## src/scb_pkg.sv

```systemverilog
// Package: register map, field positions and timing constants of the bank
package scb_pkg;
    localparam int SCB_CLK_HZ = 100000000;
    localparam logic [7:0] SCB_ADDR_CH4_FILT = 8'h55;
    localparam logic [7:0] SCB_ADDR_ESM_DLY = 8'h9e;
    localparam logic [7:0] SCB_ADDR_GCTRL = 8'h9f;
    localparam logic [7:0] SCB_ADDR_AUTO_MASK_POWER_ON = 8'ha1;
    localparam logic [7:0] SCB_ADDR_AUTO_MASK_POWER_OFF = 8'ha2;
    localparam logic [7:0] SCB_ADDR_TOUT_HI = 8'ha5;
    localparam logic [7:0] SCB_ADDR_TOUT_LO = 8'ha6;
    localparam logic [7:0] SCB_ADDR_REL_UP = 8'ha8;
    localparam logic [7:0] SCB_ADDR_REL_DN = 8'ha9;
    localparam logic [7:0] SCB_ADDR_INT_STAT = 8'hb0;
    localparam logic [7:0] SCB_REG_RESET = 8'h00;
    localparam int SCB_BIT_OV_ROUTE = 4;
    localparam int SCB_BIT_UV_ROUTE = 3;
    localparam int SCB_BIT_BIST = 7;
    localparam int SCB_BIT_WDT = 6;
    localparam int SCB_BIT_MR = 5;
    localparam int SCB_DEB_LSB = 3;
    localparam int SCB_MON_LSB = 1;
    localparam int SCB_NMON = 3;
    localparam int SCB_DEB_US_0 = 10;
    localparam int SCB_DEB_US_1 = 25;
    localparam int SCB_DEB_US_2 = 50;
    localparam int SCB_DEB_US_3 = 100;
    localparam int SCB_CYC_PER_US = SCB_CLK_HZ / 1000000;
    localparam int SCB_CYC_PER_MS = SCB_CLK_HZ / 1000;
    localparam int SCB_RST_US_0 = 200;
    localparam int SCB_RST_MS_1 = 1;
    localparam int SCB_RST_MS_2 = 10;
    localparam int SCB_RST_MS_3 = 16;
    localparam int SCB_RST_MS_4 = 20;
    localparam int SCB_RST_MS_5 = 70;
    localparam int SCB_RST_MS_6 = 100;
    localparam int SCB_RST_MS_7 = 200;
    localparam int SCB_ESM_MS_MAX = 864;
    localparam logic [2:0] SCB_FC_250HZ = 3'h2;
    localparam logic [2:0] SCB_FC_2KHZ = 3'h5;
endpackage

```

## src/scb_debounce.sv

```systemverilog
// Input synchroniser followed by a programmable stability debounce
`timescale 1ns/1ps
module scb_debounce
    import scb_pkg::*;
#(
    parameter int CW = 24
) (
    input wire logic core_clk,
    input wire logic rst,
    input wire logic ce,
    input wire logic din,
    input wire logic [CW-1:0] stable_cyc,
    output logic dout
);
    logic s1_r;
    logic s2_r;
    logic [CW-1:0] cnt_r;

    always_ff @(posedge core_clk) begin
        if (rst) begin
            s1_r <= 1'b0;
            s2_r <= 1'b0;
        end else if (ce) begin
            s1_r <= din;
            s2_r <= s1_r;
        end
    end

    // Output follows only after the input held steady for stable_cyc
    always_ff @(posedge core_clk) begin
        if (rst) begin
            cnt_r <= '0;
            dout <= 1'b0;
        end else if (ce) begin
            if (s2_r == dout) begin
                cnt_r <= '0;
            end else if (cnt_r >= stable_cyc) begin
                dout <= s2_r;
                cnt_r <= '0;
            end else begin
                cnt_r <= cnt_r + 1'b1;
            end
        end
    end
endmodule

```

## src/scb_delay.sv

```systemverilog
// Counter that reports once its armed condition has lasted the load count
`timescale 1ns/1ps
module scb_delay #(
    parameter int CW = 32
) (
    input wire logic core_clk,
    input wire logic rst,
    input wire logic ce,
    input wire logic arm,
    input wire logic [CW-1:0] limit,
    output logic done
);
    logic [CW-1:0] cnt_r;

    always_ff @(posedge core_clk) begin
        if (rst) begin
            cnt_r <= '0;
            done <= 1'b0;
        end else if (ce) begin
            if (!arm) begin
                cnt_r <= '0;
                done <= 1'b0;
            end else if (cnt_r >= limit) begin
                done <= 1'b1;
            end else begin
                cnt_r <= cnt_r + 1'b1;
            end
        end
    end
endmodule

```

## src/scb_bank.sv

```systemverilog
// Supervisor configuration bank with reset routing, error monitor, masking
// Notes on behaviour
// - Bit4 routes ch4 fast overvoltage to reset
// - Bit3 routes ch4 fast undervoltage to reset
// - Cutoff codes 010..101 valid, others invalid
// - Error monitor delay 1 to 864 ms
// - Control bit7 write one starts self test
// - Control bit6 soft watchdog enable with pin
// - Control bit5 holds reset output low
// - Control bits4:3 choose error debounce time
// - Control bits2:0 choose reset release delay
// - Power-up automask enables for monitors 2-4
// - Power-down automask enables for monitors 2-4
// - Sixteen-bit millisecond sequence timeout from bytes
// - Power-up mask release threshold per monitor
// - Power-down mask release threshold per monitor
// - Fault flags clear only by write-one
`timescale 1ns/1ps
module scb_bank
    import scb_pkg::*;
#(
    parameter int RST_W = 32,
    parameter int MS_CYC = SCB_CYC_PER_MS
) (
    input wire logic core_clk,
    input wire logic rst,
    input wire logic ce,
    input wire logic reg_wr,
    input wire logic reg_rd,
    input wire logic [7:0] reg_addr,
    input wire logic [7:0] reg_wdata,
    output logic [7:0] reg_rdata,
    output logic reg_rvalid,
    input wire logic ch4_fast_ov,
    input wire logic ch4_fast_uv,
    input wire logic error_signal_monitor,
    input wire logic watchdog_enable_pin,
    input wire logic [SCB_NMON-1:0] rail_above_off,
    input wire logic [SCB_NMON-1:0] rail_above_uv,
    input wire logic [SCB_NMON-1:0] rail_fault_uv,
    input wire logic power_up_seq,
    input wire logic power_down_seq,
    output logic reset_n_out,
    output logic reset_n_oe_n,
    output logic watchdog_enable,
    output logic self_test_start,
    output logic [2:0] slow_filter_cutoff,
    output logic cutoff_invalid,
    output logic error_fault,
    output logic [SCB_NMON-1:0] auto_mask_active,
    output logic seq_timeout_fault
);
    logic [7:0] filt_r, esm_r, ctrl_r, amon_r, amoff_r;
    logic [7:0] thi_r, tlo_r, rup_r, rdn_r, stat_r;
    logic wdp_s1_r, wdp_s2_r;
    logic ov_s1_r, ov_s2_r, uv_s1_r, uv_s2_r;
    logic [SCB_NMON-1:0] mask_r;
    logic [23:0] deb_cyc;
    logic [31:0] esm_cyc, tout_cyc;
    logic [RST_W-1:0] rel_cyc;
    logic error_monitor_debounce, esm_done, tout_done, rel_done, fault_now;
    logic [15:0] timeout_ms_value;

    wire wr_hit = ce && reg_wr;

    // Plain read/write storage; reserved bits kept as written
    always_ff @(posedge core_clk) begin
        if (rst) begin
            filt_r <= SCB_REG_RESET;
            esm_r <= SCB_REG_RESET;
            ctrl_r <= SCB_REG_RESET;
            amon_r <= SCB_REG_RESET;
            amoff_r <= SCB_REG_RESET;
            thi_r <= SCB_REG_RESET;
            tlo_r <= SCB_REG_RESET;
            rup_r <= SCB_REG_RESET;
            rdn_r <= SCB_REG_RESET;
        end else if (wr_hit) begin
            case (reg_addr)
                SCB_ADDR_CH4_FILT: filt_r <= reg_wdata;
                SCB_ADDR_ESM_DLY: esm_r <= reg_wdata;
                SCB_ADDR_GCTRL: ctrl_r <= reg_wdata;
                SCB_ADDR_AUTO_MASK_POWER_ON: amon_r <= reg_wdata;
                SCB_ADDR_AUTO_MASK_POWER_OFF: amoff_r <= reg_wdata;
                SCB_ADDR_TOUT_HI: thi_r <= reg_wdata;
                SCB_ADDR_TOUT_LO: tlo_r <= reg_wdata;
                SCB_ADDR_REL_UP: rup_r <= reg_wdata;
                SCB_ADDR_REL_DN: rdn_r <= reg_wdata;
                default: ;
            endcase
        end
    end

    always_ff @(posedge core_clk) begin
        if (rst) begin
            reg_rdata <= 8'h00;
            reg_rvalid <= 1'b0;
        end else if (ce) begin
            reg_rvalid <= reg_rd;
            if (reg_rd) begin
                case (reg_addr)
                    SCB_ADDR_CH4_FILT: reg_rdata <= filt_r;
                    SCB_ADDR_ESM_DLY: reg_rdata <= esm_r;
                    SCB_ADDR_GCTRL: reg_rdata <= ctrl_r;
                    SCB_ADDR_AUTO_MASK_POWER_ON: reg_rdata <= amon_r;
                    SCB_ADDR_AUTO_MASK_POWER_OFF: reg_rdata <= amoff_r;
                    SCB_ADDR_TOUT_HI: reg_rdata <= thi_r;
                    SCB_ADDR_TOUT_LO: reg_rdata <= tlo_r;
                    SCB_ADDR_REL_UP: reg_rdata <= rup_r;
                    SCB_ADDR_REL_DN: reg_rdata <= rdn_r;
                    SCB_ADDR_INT_STAT: reg_rdata <= stat_r;
                    default: reg_rdata <= 8'h00;
                endcase
            end
        end
    end

    // Self test is a one-cycle request issued on every write of one
    always_ff @(posedge core_clk) begin
        if (rst) begin
            self_test_start <= 1'b0;
        end else if (ce) begin
            self_test_start <= reg_wr && reg_addr == SCB_ADDR_GCTRL
                && reg_wdata[SCB_BIT_BIST];
        end
    end

    always_ff @(posedge core_clk) begin
        if (rst) begin
            wdp_s1_r <= 1'b0;
            wdp_s2_r <= 1'b0;
            ov_s1_r <= 1'b0;
            ov_s2_r <= 1'b0;
            uv_s1_r <= 1'b0;
            uv_s2_r <= 1'b0;
        end else if (ce) begin
            wdp_s1_r <= watchdog_enable_pin;
            wdp_s2_r <= wdp_s1_r;
            ov_s1_r <= ch4_fast_ov;
            ov_s2_r <= ov_s1_r;
            uv_s1_r <= ch4_fast_uv;
            uv_s2_r <= uv_s1_r;
        end
    end

    always_ff @(posedge core_clk) begin
        if (rst) begin
            watchdog_enable <= 1'b0;
        end else if (ce) begin
            watchdog_enable <= wdp_s2_r && ctrl_r[SCB_BIT_WDT];
        end
    end

    always_ff @(posedge core_clk) begin
        if (rst) begin
            slow_filter_cutoff <= SCB_FC_250HZ;
            cutoff_invalid <= 1'b0;
        end else if (ce) begin
            slow_filter_cutoff <= filt_r[2:0];
            cutoff_invalid <= filt_r[2:0] < SCB_FC_250HZ
                || filt_r[2:0] > SCB_FC_2KHZ;
        end
    end

    always_comb begin
        case (ctrl_r[4:3])
            2'h0: deb_cyc = 24'(SCB_DEB_US_0 * SCB_CYC_PER_US);
            2'h1: deb_cyc = 24'(SCB_DEB_US_1 * SCB_CYC_PER_US);
            2'h2: deb_cyc = 24'(SCB_DEB_US_2 * SCB_CYC_PER_US);
            default: deb_cyc = 24'(SCB_DEB_US_3 * SCB_CYC_PER_US);
        endcase
    end

    scb_debounce #(.CW(24)) u_error_monitor_debounce (
        .core_clk(core_clk),
        .rst(rst),
        .ce(ce),
        .din(error_signal_monitor),
        .stable_cyc(deb_cyc),
        .dout(error_monitor_debounce)
    );

    // Code 0 gives 1 ms; linear scale reaching 864 ms at full code
    always_comb begin
        esm_cyc = 32'(MS_CYC) + 32'((esm_r * (SCB_ESM_MS_MAX - 1) / 255)
            * MS_CYC);
    end

    scb_delay #(.CW(32)) u_esm_dly (
        .core_clk(core_clk),
        .rst(rst),
        .ce(ce),
        .arm(error_monitor_debounce),
        .limit(esm_cyc),
        .done(esm_done)
    );

    assign error_fault = esm_done;

    always_comb begin
        case (ctrl_r[2:0])
            3'h0: rel_cyc = RST_W'(SCB_RST_US_0 * SCB_CYC_PER_US);
            3'h1: rel_cyc = RST_W'(SCB_RST_MS_1 * MS_CYC);
            3'h2: rel_cyc = RST_W'(SCB_RST_MS_2 * MS_CYC);
            3'h3: rel_cyc = RST_W'(SCB_RST_MS_3 * MS_CYC);
            3'h4: rel_cyc = RST_W'(SCB_RST_MS_4 * MS_CYC);
            3'h5: rel_cyc = RST_W'(SCB_RST_MS_5 * MS_CYC);
            3'h6: rel_cyc = RST_W'(SCB_RST_MS_6 * MS_CYC);
            default: rel_cyc = RST_W'(SCB_RST_MS_7 * MS_CYC);
        endcase
    end

    assign fault_now = (ov_s2_r && filt_r[SCB_BIT_OV_ROUTE])
        || (uv_s2_r && filt_r[SCB_BIT_UV_ROUTE])
        || ctrl_r[SCB_BIT_MR] || esm_done;

    scb_delay #(.CW(RST_W)) u_rel_dly (
        .core_clk(core_clk),
        .rst(rst),
        .ce(ce),
        .arm(!fault_now),
        .limit(rel_cyc),
        .done(rel_done)
    );

    // Open-drain reset: drive low while a cause stands or delay runs
    assign reset_n_out = 1'b0;
    assign reset_n_oe_n = rel_done;

    // Auto mask set on sequence start, released at selected threshold
    genvar g;
    generate
        for (g = 0; g < SCB_NMON; g++) begin : g_mon
            localparam int B = g + SCB_MON_LSB;
            always_ff @(posedge core_clk) begin
                if (rst) begin
                    mask_r[g] <= 1'b0;
                end else if (ce) begin
                    if (power_up_seq && amon_r[B]) begin
                        mask_r[g] <= rup_r[B] ? !rail_above_uv[g]
                            : !rail_above_off[g];
                    end else if (power_down_seq && amoff_r[B]) begin
                        mask_r[g] <= rdn_r[B] ? rail_above_uv[g]
                            : rail_above_off[g];
                    end else begin
                        mask_r[g] <= 1'b0;
                    end
                end
            end
        end
    endgenerate

    assign auto_mask_active = mask_r;
    assign timeout_ms_value = {thi_r, tlo_r};
    assign tout_cyc = 32'(timeout_ms_value) * 32'(MS_CYC);

    scb_delay #(.CW(32)) u_tout (
        .core_clk(core_clk),
        .rst(rst),
        .ce(ce),
        .arm((power_up_seq || power_down_seq) && |rail_fault_uv),
        .limit(tout_cyc),
        .done(tout_done)
    );

    assign seq_timeout_fault = tout_done;

    // Sticky flags; a new event beats a simultaneous write-one clear
    logic [7:0] ev;
    assign ev = {5'h00, tout_done, esm_done, ov_s2_r || uv_s2_r};
    always_ff @(posedge core_clk) begin
        if (rst) begin
            stat_r <= 8'h00;
        end else if (ce) begin
            if (reg_wr && reg_addr == SCB_ADDR_INT_STAT) begin
                stat_r <= (stat_r & ~reg_wdata) | ev;
            end else begin
                stat_r <= stat_r | ev;
            end
        end
    end

    a_mr_low: assert property (@(posedge core_clk) disable iff (rst)
        ce && ctrl_r[SCB_BIT_MR] |=> ##1 !reset_n_oe_n)
        else $error("manual reset did not drive low");
    a_flag_sticky: assert property (@(posedge core_clk) disable iff (rst)
        ce && stat_r[1] && !(reg_wr && reg_addr == SCB_ADDR_INT_STAT)
        |=> stat_r[1])
        else $error("flag cleared without write");
    a_bist_pulse: assert property (@(posedge core_clk) disable iff (rst)
        self_test_start |-> $past(reg_wdata[SCB_BIT_BIST]))
        else $error("self test without request");
endmodule

```

## config.mk

```make
export PLATFORM = sky130hd
export DESIGN_NAME = scb_bank
export DESIGN_NICKNAME = d
export VERILOG_FILES = /design/src/scb_pkg.sv /design/src/scb_debounce.sv /design/src/scb_delay.sv /design/src/scb_bank.sv
export SDC_FILE = /design/constraint.sdc
export NUM_CORES = 1
export LEC_CHECK = 0
export BUFFER_PORTS_ARGS = -buffer_cell sky130_fd_sc_hd__buf_2
export CORE_ASPECT_RATIO = 1.1
export CORE_MARGIN = 3
export CORE_UTILIZATION = 60
export DETAILED_ROUTE_END_ITERATION = 8
export HOLD_SLACK_MARGIN = 0.02
export PLACE_DENSITY = 0.77
export SYNTH_ARGS = -nofsm -noshare
export SYNTH_HDL_FRONTEND = slang
export SYNTH_SLANG_ARGS = --single-unit
```

## constraint.sdc

```tcl
create_clock -name core_clk -period 33 [get_ports core_clk]
set_input_delay 9.9 -clock core_clk [delete_from_list [all_inputs] [get_ports core_clk]]
set_output_delay 9.9 -clock core_clk [all_outputs]
set_load 0.05 [all_outputs]
```

==> impl_metrics.prom, run 1 <==
# TYPE chip_impl_metric gauge
chip_impl_info{name="status",value="finished, final reports clean"} 1
chip_impl_metric{name="antenna_found_initial",unit=""} 4
chip_impl_metric{name="leakage",unit="nW"} 10.7
chip_impl_metric{name="detail_route.drc_violations",unit=""} 0
chip_impl_metric{name="largest_stage_delay_on_the_critical_path",unit="ps"} 870
chip_impl_metric{name="maximum_number_of_pins_on_one_net_before_global_route_repair",unit=""} 69
chip_impl_info{name="worst_path_max_delay_cell",value="sky130_fd_sc_hd__o41ai_2"} 1
chip_impl_metric{name="seq_area_frac_synth",unit=""} 0.206
chip_impl_info{name="synth_flop_cell",value="sky130_fd_sc_hd__dfxtp_1"} 1
chip_impl_metric{name="fin_tns_setup",unit="ps"} 0
chip_impl_metric{name="place.port_buffers",unit=""} 56
chip_impl_metric{name="htreeDepth",unit=""} 1
chip_impl_metric{name="critical_path_arrival",unit="ps"} 21780
chip_impl_info{name="timing.critical_path.mode_cell",value="sky130_fd_sc_hd__a21oi_1"} 1
chip_impl_metric{name="nFillCells",unit=""} 3017
chip_impl_info{name="worstSetupStartpointType",value="register"} 1
chip_impl_metric{name="postSynthAreaPerCell",unit="um^2"} 8.28
chip_impl_metric{name="vias_in_the_first_global_route",unit=""} 18800
chip_impl_metric{name="design.die.area",unit="um^2"} 39500
chip_impl_metric{name="worst_slew_pin_slew",unit="ps"} 1290
chip_impl_metric{name="postCtsSetupRepairBufs",unit=""} 0
chip_impl_metric{name="synth_enable_flop_cells",unit=""} 0
chip_impl_metric{name="postCtsHoldBufs",unit=""} 0
chip_impl_metric{name="final.setup_skew",unit="ps"} 10.1
chip_impl_metric{name="via_density_per_instance",unit=""} 6.00
chip_impl_metric{name="sequential_standard_cell_area",unit="um^2"} 4600
chip_impl_metric{name="synthesized_netlist_net_count",unit=""} 3146
chip_impl_metric{name="die_h",unit="um"} 208
chip_impl_metric{name="multi_input_area",unit="um^2"} 16300
chip_impl_metric{name="ys_warn_count",unit=""} 0
chip_impl_metric{name="layout_min_cycle_time",unit="ps"} 21320
chip_impl_metric{name="postPlaceCellArea",unit="um^2"} 23000
chip_impl_metric{name="boundaryPins",unit=""} 58
chip_impl_metric{name="power_density",unit="nW/um^2"} 25.5
chip_impl_metric{name="maxSlewViolCount",unit=""} 0
chip_impl_metric{name="critical_path_buf_inv_count",unit=""} 7
chip_impl_info{name="timing.critical_path.max_delay_family",value="compound AO/OA/AOI/OAI gates"} 1
chip_impl_metric{name="layout-drive-gt1-share",unit=""} 0.0702
chip_impl_metric{name="drt-initial-drc-count",unit=""} 1296
chip_impl_metric{name="finalHoldViolations",unit=""} 0
chip_impl_metric{name="clk_pin_slew",unit="ps"} 60
chip_impl_metric{name="global_route.overflow_total",unit=""} 0
chip_impl_metric{name="clk_path_buf_depth",unit=""} 3
chip_impl_metric{name="design.final.nets",unit=""} 3158
chip_impl_metric{name="irDropWorstVdd",unit="uV"} 43.6
chip_impl_metric{name="slew_headroom",unit=""} 0.137
chip_impl_metric{name="postCtsResizedCells",unit=""} 0
chip_impl_metric{name="rows",unit=""} 73
chip_impl_metric{name="postSynthRegisterBits",unit=""} 230
chip_impl_metric{name="max_cap_viol_count",unit=""} 0
chip_impl_metric{name="detailedRoute.firstPassIterationCount",unit=""} 5
chip_impl_metric{name="post_synth_inst_count",unit=""} 2692
chip_impl_metric{name="grt_util_all_layers",unit=""} 0.272
chip_impl_metric{name="crit_path_max_fanout",unit=""} 12
chip_impl_metric{name="area_delta_synth_final",unit="%"} 7.04
chip_impl_metric{name="wirelength",unit="um"} 54600
chip_impl_metric{name="finalSetupViolations",unit=""} 0
chip_impl_metric{name="number_of_sinks_handled_by_clock_tree_synthesis",unit=""} 230
chip_impl_info{name="end_kind",value="register"} 1
chip_impl_metric{name="synth.lib_cells_used.distinct",unit=""} 111
chip_impl_info{name="criticalPathCategory",value="register to register"} 1
chip_impl_info{name="cts_tree",value="done"} 1
chip_impl_metric{name="asyncSetResetFlopFracSynth",unit=""} 0
chip_impl_metric{name="synthesis.area",unit="um^2"} 22300
chip_impl_metric{name="route.antenna.remaining_nets",unit=""} 0
chip_impl_metric{name="fp.coreArea",unit="um^2"} 36400
chip_impl_metric{name="crit_required",unit="ps"} 33460
chip_impl_metric{name="fmaxAchievable",unit="MHz"} 46.9
chip_impl_metric{name="die_width",unit="um"} 190
chip_impl_info{name="timing.hold.worst.class",value="register to register"} 1
chip_impl_metric{name="dp_hpwl",unit="um"} 43200
chip_impl_metric{name="grt_first_pass_wirelength",unit="um"} 91200
chip_impl_metric{name="detailroute.via_count",unit=""} 19300
chip_impl_metric{name="drt-wirelength-per-cell",unit="um"} 17.0
chip_impl_info{name="cts-root-buf",value="sky130_fd_sc_hd__clkbuf_16"} 1
chip_impl_metric{name="post-route-cell-area",unit="um^2"} 23900
chip_impl_metric{name="tritoncts.num_buffers",unit=""} 26
chip_impl_metric{name="floorplan.initialDensity",unit=""} 0.612
chip_impl_metric{name="globalplace.congestion",unit=""} 0.908
chip_impl_metric{name="insertion_delay",unit="ps"} 540
chip_impl_info{name="grt_setup_unrepaired",value="false"} 1
chip_impl_metric{name="fin_crit_sh",unit=""} 0.646
[stage by stage]
stage / hold WS [ps] / worst slack [ps] / power, mW / cells / util
2_1_floorplan: 427 / 14820 / 0.305 / 2692 / -
3_3_place_gp: 437 / 12570 / 0.314 / 3163 / 0.630
3_5_place_dp: 440 / 11980 / 0.314 / 3163 / 0.630
4_1_cts: 453 / 11860 / 0.613 / 3209 / 0.655
5_1_grt: 469 / 9740 / 0.627 / 3210 / 0.655
6_report: 456 / 11680 / 0.609 / 3211 / 0.655
[state kept, by name (all words and copies together), names as in the netlist, 24 cells and up]
name                            flops
u_esm_dly.cnt_r                    32
u_tout.cnt_r                       32
u_rel_dly.cnt_r                    32
u_error_monitor_debounce.cnt_r     24
[cell families after synthesis]
logic type	after synthesis	synth area share
AND/OR/NAND/NOR	869	0.194
AO/OA/AOI/OAI	580	0.176
adder cells (fa/ha/maj)	418	0.266
buffers and inverters	373	0.0636
flip-flops	230	0.206
XOR/XNOR	164	0.0665
multiplexers	57	0.0272
other	1	0.000168
[cell usage after synthesis (6+ instances only)]
| master | n | area share |
|---|---|---|
| sky130_fd_sc_hd__ha_1 | 325 | 0.18 |
| sky130_fd_sc_hd__inv_1 | 288 | 0.048 |
| sky130_fd_sc_hd__nor2_1 | 245 | 0.041 |
| sky130_fd_sc_hd__dfxtp_1 | 230 | 0.21 |
| sky130_fd_sc_hd__a21oi_1 | 211 | 0.047 |
| sky130_fd_sc_hd__nand2_1 | 182 | 0.031 |
| sky130_fd_sc_hd__nand3_1 | 128 | 0.029 |
| sky130_fd_sc_hd__xnor2_1 | 97 | 0.038 |
| sky130_fd_sc_hd__fa_1 | 93 | 0.083 |
| sky130_fd_sc_hd__o21ai_0 | 82 | 0.018 |
| sky130_fd_sc_hd__clkbuf_1 | 67 | 0.011 |
| sky130_fd_sc_hd__xor2_1 | 63 | 0.025 |
| sky130_fd_sc_hd__mux2i_1 | 45 | 0.020 |
| sky130_fd_sc_hd__nand4_1 | 45 | 0.013 |
| sky130_fd_sc_hd__and3_1 | 42 | 0.012 |
| sky130_fd_sc_hd__o21bai_1 | 35 | 0.012 |
| sky130_fd_sc_hd__nor3_1 | 33 | 0.0074 |
| sky130_fd_sc_hd__a21o_1 | 31 | 0.010 |
| sky130_fd_sc_hd__nand2b_1 | 31 | 0.0087 |
| sky130_fd_sc_hd__and2_1 | 29 | 0.0081 |
| sky130_fd_sc_hd__nor2b_1 | 23 | 0.0065 |
| sky130_fd_sc_hd__a31oi_1 | 22 | 0.0062 |
| sky130_fd_sc_hd__or3_1 | 22 | 0.0062 |
| sky130_fd_sc_hd__a22oi_1 | 21 | 0.0071 |
| sky130_fd_sc_hd__nor4_1 | 16 | 0.0045 |
| sky130_fd_sc_hd__o211ai_1 | 14 | 0.0047 |
| sky130_fd_sc_hd__nor3b_1 | 13 | 0.0044 |
| sky130_fd_sc_hd__o21a_1 | 12 | 0.0040 |
| sky130_fd_sc_hd__o31ai_1 | 11 | 0.0037 |
| sky130_fd_sc_hd__or2_2 | 11 | 0.0031 |
| sky130_fd_sc_hd__a211oi_1 | 10 | 0.0034 |
| sky130_fd_sc_hd__and4_1 | 10 | 0.0039 |
| sky130_fd_sc_hd__a221oi_1 | 9 | 0.0035 |
| sky130_fd_sc_hd__buf_2 | 9 | 0.0020 |
| sky130_fd_sc_hd__a221o_1 | 8 | 0.0036 |
| sky130_fd_sc_hd__mux2_2 | 8 | 0.0040 |
| sky130_fd_sc_hd__a311oi_1 | 7 | 0.0027 |
| sky130_fd_sc_hd__a211o_1 | 6 | 0.0024 |
| sky130_fd_sc_hd__o21ai_1 | 6 | 0.0013 |
| sky130_fd_sc_hd__or2_1 | 6 | 0.0017 |
| sky130_fd_sc_hd__or4_1 | 6 | 0.0020 |
[final timing paths]
check | startpoint | to | slack (ps) | cells after the start
setup / recovery | esm_r[6] | u_esm_dly.cnt_r[30] | 11680 | 77
hold reg to reg | stat_r[6] | stat_r[6] | 460 | 2
setup reg to reg | esm_r[6] | u_esm_dly.cnt_r[30] | 11680 | 77
hold / removal | stat_r[6] | stat_r[6] | 460 | 2
[tightest hold or removal path, stage by stage, from the launching register on]
cell and delay [ps]:
sky130_fd_sc_hd__dfxtp_1 310, sky130_fd_sc_hd__nand2b_1 60, sky130_fd_sc_hd__a21oi_1 40
[report_power, final]
part | internal [mW] | switching (mW)
sequential | 0.279 | 0.00121
clock | 0.183 | 0.118
combinational | 0.00776 | 0.0204
[layer usage]
layer  share of wire  GRT usage  vias to the layer above  routed length (um)
met5         0.00037          0                        -                  20
li1                -          -                     9493                   -
met1            0.44      0.358                     9210               24100
met2            0.48      0.466                      447               26400
met4           0.025     0.0714                        4                1370
met3           0.049     0.0401                      104                2690
[area by class of cell]
class                      instances  share of cell area
inverter                         290              0.0456
clock buffer                      30              0.0292
clock inverter                    16             0.00828
timing repair buffer              67              0.0153
sequential                       230               0.193
tap                              487              0.0255
antenna                            2            0.000210
multi-input combinational       2089               0.683
[layout by cell type (no fill, tap or decap), types with 33 or more instances in the layout]
cell type	n
sky130_fd_sc_hd__a21oi_1	211
sky130_fd_sc_hd__and3_1	42
sky130_fd_sc_hd__buf_2	55
sky130_fd_sc_hd__dfxtp_1	230
sky130_fd_sc_hd__fa_1	93
sky130_fd_sc_hd__ha_1	325
sky130_fd_sc_hd__inv_1	288
sky130_fd_sc_hd__mux2i_1	45
sky130_fd_sc_hd__nand2_1	182
sky130_fd_sc_hd__nand3_1	128
sky130_fd_sc_hd__nand4_1	45
sky130_fd_sc_hd__nor2_1	245
sky130_fd_sc_hd__o21ai_0	82
sky130_fd_sc_hd__o21bai_1	33
sky130_fd_sc_hd__xnor2_1	97
sky130_fd_sc_hd__xor2_1	63
Note: power is estimated with default switching activity, not from simulation.
==> inputs of run 2 (changes only) <==
--- a/config.mk
+++ b/config.mk
@@ -8,10 +8,10 @@
 export BUFFER_PORTS_ARGS = -buffer_cell sky130_fd_sc_hd__buf_2
 export CORE_ASPECT_RATIO = 1.1
 export CORE_MARGIN = 3
-export CORE_UTILIZATION = 60
+export CORE_UTILIZATION = 59
 export DETAILED_ROUTE_END_ITERATION = 8
 export HOLD_SLACK_MARGIN = 0.02
-export PLACE_DENSITY = 0.77
+export PLACE_DENSITY = 0.79
 export SYNTH_ARGS = -nofsm -noshare
 export SYNTH_HDL_FRONTEND = slang
 export SYNTH_SLANG_ARGS = --single-unit
==> constraint.sdc (replaced) <==
create_clock -name core_clk -period 19.39 [get_ports core_clk]
set_input_delay 5.817 -clock core_clk [delete_from_list [all_inputs] [get_ports core_clk]]
set_output_delay 5.817 -clock core_clk [all_outputs]
set_load 0.05 [all_outputs]
==> run 2 against run 1 <==
  * Count of clock-buffer cells in the layout grew 7
  * Critical path depth rose by 1
  * Worst setup slack lost 11000 ps
  * Non-clock buffer count up 31
  * Worst hold slack got worse by 2.9 ps
  * Via count increased by 1.3%
  * Register-to-register slack got worse by 11000 ps
  * Routed wire length up 1.5%
  * Utilization rose by 0.28 points
  * Final area increased by 2.6%
  * Clock power is 66% higher
  * Largest cell class unchanged
==> impl_metrics.prom, run 2 (synthesized netlist as in run 1, its figures left out) <==
# TYPE chip_impl_metric gauge
chip_impl_metric{name="die_width",unit="um"} 191
chip_impl_metric{name="tritoncts.num_buffers",unit=""} 27
chip_impl_metric{name="leakage",unit="nW"} 11.0
chip_impl_metric{name="postPlaceCellArea",unit="um^2"} 23100
chip_impl_metric{name="grt_util_all_layers",unit=""} 0.270
chip_impl_metric{name="grt_first_pass_wirelength",unit="um"} 91700
chip_impl_metric{name="crit_path_max_fanout",unit=""} 7
chip_impl_metric{name="insertion_delay",unit="ps"} 570
chip_impl_metric{name="slew_headroom",unit=""} 0.163
chip_impl_metric{name="fp.coreArea",unit="um^2"} 37200
chip_impl_info{name="status",value="finished, final reports clean"} 1
chip_impl_metric{name="detail_route.wirelength.met1",unit="um"} 24400
chip_impl_metric{name="place.port_buffers",unit=""} 56
chip_impl_metric{name="htreeDepth",unit=""} 1
chip_impl_metric{name="maximum_number_of_pins_on_one_net_before_global_route_repair",unit=""} 71
chip_impl_info{name="layout_commonest_cell",value="sky130_fd_sc_hd__ha_1"} 1
chip_impl_metric{name="detail_route.drc_violations",unit=""} 0
chip_impl_metric{name="worst-r2r-cell-count",unit=""} 78
chip_impl_metric{name="drt-wirelength-per-cell",unit="um"} 17.0
chip_impl_metric{name="drt-initial-drc-count",unit=""} 1291
chip_impl_metric{name="floorplan.initialDensity",unit=""} 0.599
chip_impl_metric{name="fin_tns_setup",unit="ps"} 0
chip_impl_metric{name="regToRegSetupSlack",unit="ps"} 990
chip_impl_metric{name="final.setup_skew",unit="ps"} 20.3
chip_impl_info{name="reg.largest.list",value="u_esm_dly.cnt_r (32), u_rel_dly.cnt_r (32), u_tout.cnt_r (32)"} 1
chip_impl_metric{name="rows",unit=""} 74
chip_impl_metric{name="detailroute.via_count",unit=""} 19500
chip_impl_info{name="reg2reg_to",value="u_esm_dly.cnt_r[30]"} 1
chip_impl_metric{name="nFillCells",unit=""} 3089
chip_impl_metric{name="number_of_sinks_handled_by_clock_tree_synthesis",unit=""} 230
chip_impl_info{name="min_delay_worst_endpoint",value="stat_r[5]"} 1
chip_impl_info{name="timing.hold.worst.class",value="register to register"} 1
chip_impl_metric{name="irDropWorstVdd",unit="uV"} 79.0
chip_impl_metric{name="clk_path_buf_depth",unit=""} 3
chip_impl_metric{name="finish.utilization",unit=""} 0.658
chip_impl_metric{name="post-route-cell-area",unit="um^2"} 24500
chip_impl_metric{name="design.final.nets",unit=""} 3190
chip_impl_metric{name="detailroute.wirelength.met3",unit="um"} 2800
chip_impl_metric{name="route.antenna.remaining_nets",unit=""} 0
chip_impl_metric{name="max_cap_viol_count",unit=""} 0
chip_impl_info{name="worst_path_max_delay_cell",value="sky130_fd_sc_hd__fa_2"} 1
chip_impl_metric{name="whs_path_depth",unit=""} 2
chip_impl_metric{name="layout-drive-gt1-share",unit=""} 0.101
chip_impl_metric{name="clk_pin_slew",unit="ps"} 60
chip_impl_metric{name="finalHoldViolations",unit=""} 0
chip_impl_metric{name="power_density",unit="nW/um^2"} 41.9
chip_impl_metric{name="critical_path_arrival",unit="ps"} 18870
chip_impl_info{name="timing.hold.worst.start",value="stat_r[5]"} 1
chip_impl_metric{name="fin_crit_sh",unit=""} 0.949
chip_impl_metric{name="detailedRoute.firstPassIterationCount",unit=""} 7
chip_impl_info{name="timing.critical_path.mode_cell",value="sky130_fd_sc_hd__ha_1"} 1
chip_impl_metric{name="die_h",unit="um"} 210
chip_impl_metric{name="crit_required",unit="ps"} 19860
chip_impl_info{name="end_kind",value="register"} 1
chip_impl_metric{name="fmaxAchievable",unit="MHz"} 54.4
chip_impl_metric{name="met2_length",unit="um"} 26800
chip_impl_metric{name="antenna_found_initial",unit=""} 2
chip_impl_info{name="grt_setup_unrepaired",value="true"} 1
chip_impl_metric{name="design.die.area",unit="um^2"} 40200
chip_impl_info{name="cts-root-buf",value="sky130_fd_sc_hd__clkbuf_16"} 1
chip_impl_info{name="worstSetupStartpointType",value="register"} 1
chip_impl_metric{name="area_delta_synth_final",unit="%"} 9.79
chip_impl_info{name="most-common-layout-cells",value="sky130_fd_sc_hd__ha_1 (322), sky130_fd_sc_hd__inv_1 (288), sky130_fd_sc_hd__nor2_1 (243)"} 1
chip_impl_metric{name="wirelength",unit="um"} 55400
chip_impl_metric{name="maxSlewViolCount",unit=""} 0
chip_impl_info{name="criticalPathCategory",value="register to register"} 1
chip_impl_metric{name="layout_min_cycle_time",unit="ps"} 18400
chip_impl_metric{name="dp_hpwl",unit="um"} 42900
chip_impl_metric{name="global_route.overflow_total",unit=""} 0
chip_impl_info{name="cts_tree",value="done"} 1
chip_impl_info{name="r2r-start",value="esm_r[5]"} 1
chip_impl_metric{name="globalplace.congestion",unit=""} 0.921
chip_impl_metric{name="finalSetupViolations",unit=""} 0
chip_impl_info{name="top_layer",value="met4"} 1
chip_impl_metric{name="vias_in_the_first_global_route",unit=""} 19000
chip_impl_metric{name="boundaryPins",unit=""} 58
chip_impl_metric{name="largest_stage_delay_on_the_critical_path",unit="ps"} 600
chip_impl_metric{name="worst_slew_pin_slew",unit="ps"} 1250
chip_impl_metric{name="via_density_per_instance",unit=""} 6.00
## run 2: cell types whose count changed in the layout (fill, tap and decap cells not counted), moves of 4 or more
| cell | change |
|---|---|
| sky130_fd_sc_hd__a21oi_2 | +11 |
| sky130_fd_sc_hd__buf_4 | +31 |
| sky130_fd_sc_hd__a2111oi_4 | +4 |
| sky130_fd_sc_hd__a21oi_1 | -12 |
| sky130_fd_sc_hd__clkbuf_8 | +4 |
| sky130_fd_sc_hd__and4_2 | +4 |
| sky130_fd_sc_hd__and4_1 | -4 |
## run 2: worst max-delay path, delay by kind of cell (launching register included)
family | cells | cell delay (ps)
compound gates | 34 | 6540
xor+xnor | 6 | 1350
simple gates | 16 | 4010
flops | 1 | 360
buf+inv | 7 | 730
fa+ha+maj | 13 | 4790
mux | 2 | 470
## run 2: layer usage
layer,up-vias,track usage
met3,107,0.0329
met5,-,0
met1,9346,0.361
met2,496,0.461
li1,9559,-
met4,0,0.0752
## run 2: cell type report
class,instances,area (um^2),share of cell area
clock buffers,37,763,0.0312
multi-input cells,2089,16700,0.682
repair buffers,98,598,0.0244
clock inverters,11,108,0.00440
well taps,494,618,0.0252
inverters,290,1090,0.0445
flip-flops and latches,230,4610,0.188
diodes,2,5.00,0.000204
## run 2: how the worst max path moves through the flow
stage                   from                   to  slack (ps)
floorplan           esm_r[6]  u_esm_dly.cnt_r[30]        1210
global placement    esm_r[6]  u_esm_dly.cnt_r[30]         -60
detailed placement  esm_r[6]  u_esm_dly.cnt_r[30]        -850
CTS                 esm_r[5]  u_esm_dly.cnt_r[30]          70
global route        esm_r[5]  u_esm_dly.cnt_r[30]         -30
finish              esm_r[5]  u_esm_dly.cnt_r[30]         990
## run 2: power by group
| group | switching [mW] | leakage (nW) | internal, mW |
|---|---|---|---|
| clock network | 0.209 | 0.427 | 0.290 |
| logic | 0.0351 | 8.69 | 0.0136 |
| registers | 0.00205 | 1.86 | 0.475 |
## run 2: repair_timing
action | CTS | global route
setup buffers | 4 | 9
pin swaps | 3 | 14
setup endpoints to repair | 22 | 33
resized for setup | 8 | 72
hold buffers | 0 | 0
## run 2: through the flow
stage          setup WS, ps  hold WS [ps]  std cells  power, mW
4_1_cts                70.5           449       3240       1.03
3_5_place_dp           -855           438       3188      0.535
5_1_grt               -33.0           465       3249       1.05
2_1_floorplan          1210           427       2692      0.520
6_report                994           453       3251       1.03
3_3_place_gp          -59.2           436       3188      0.533
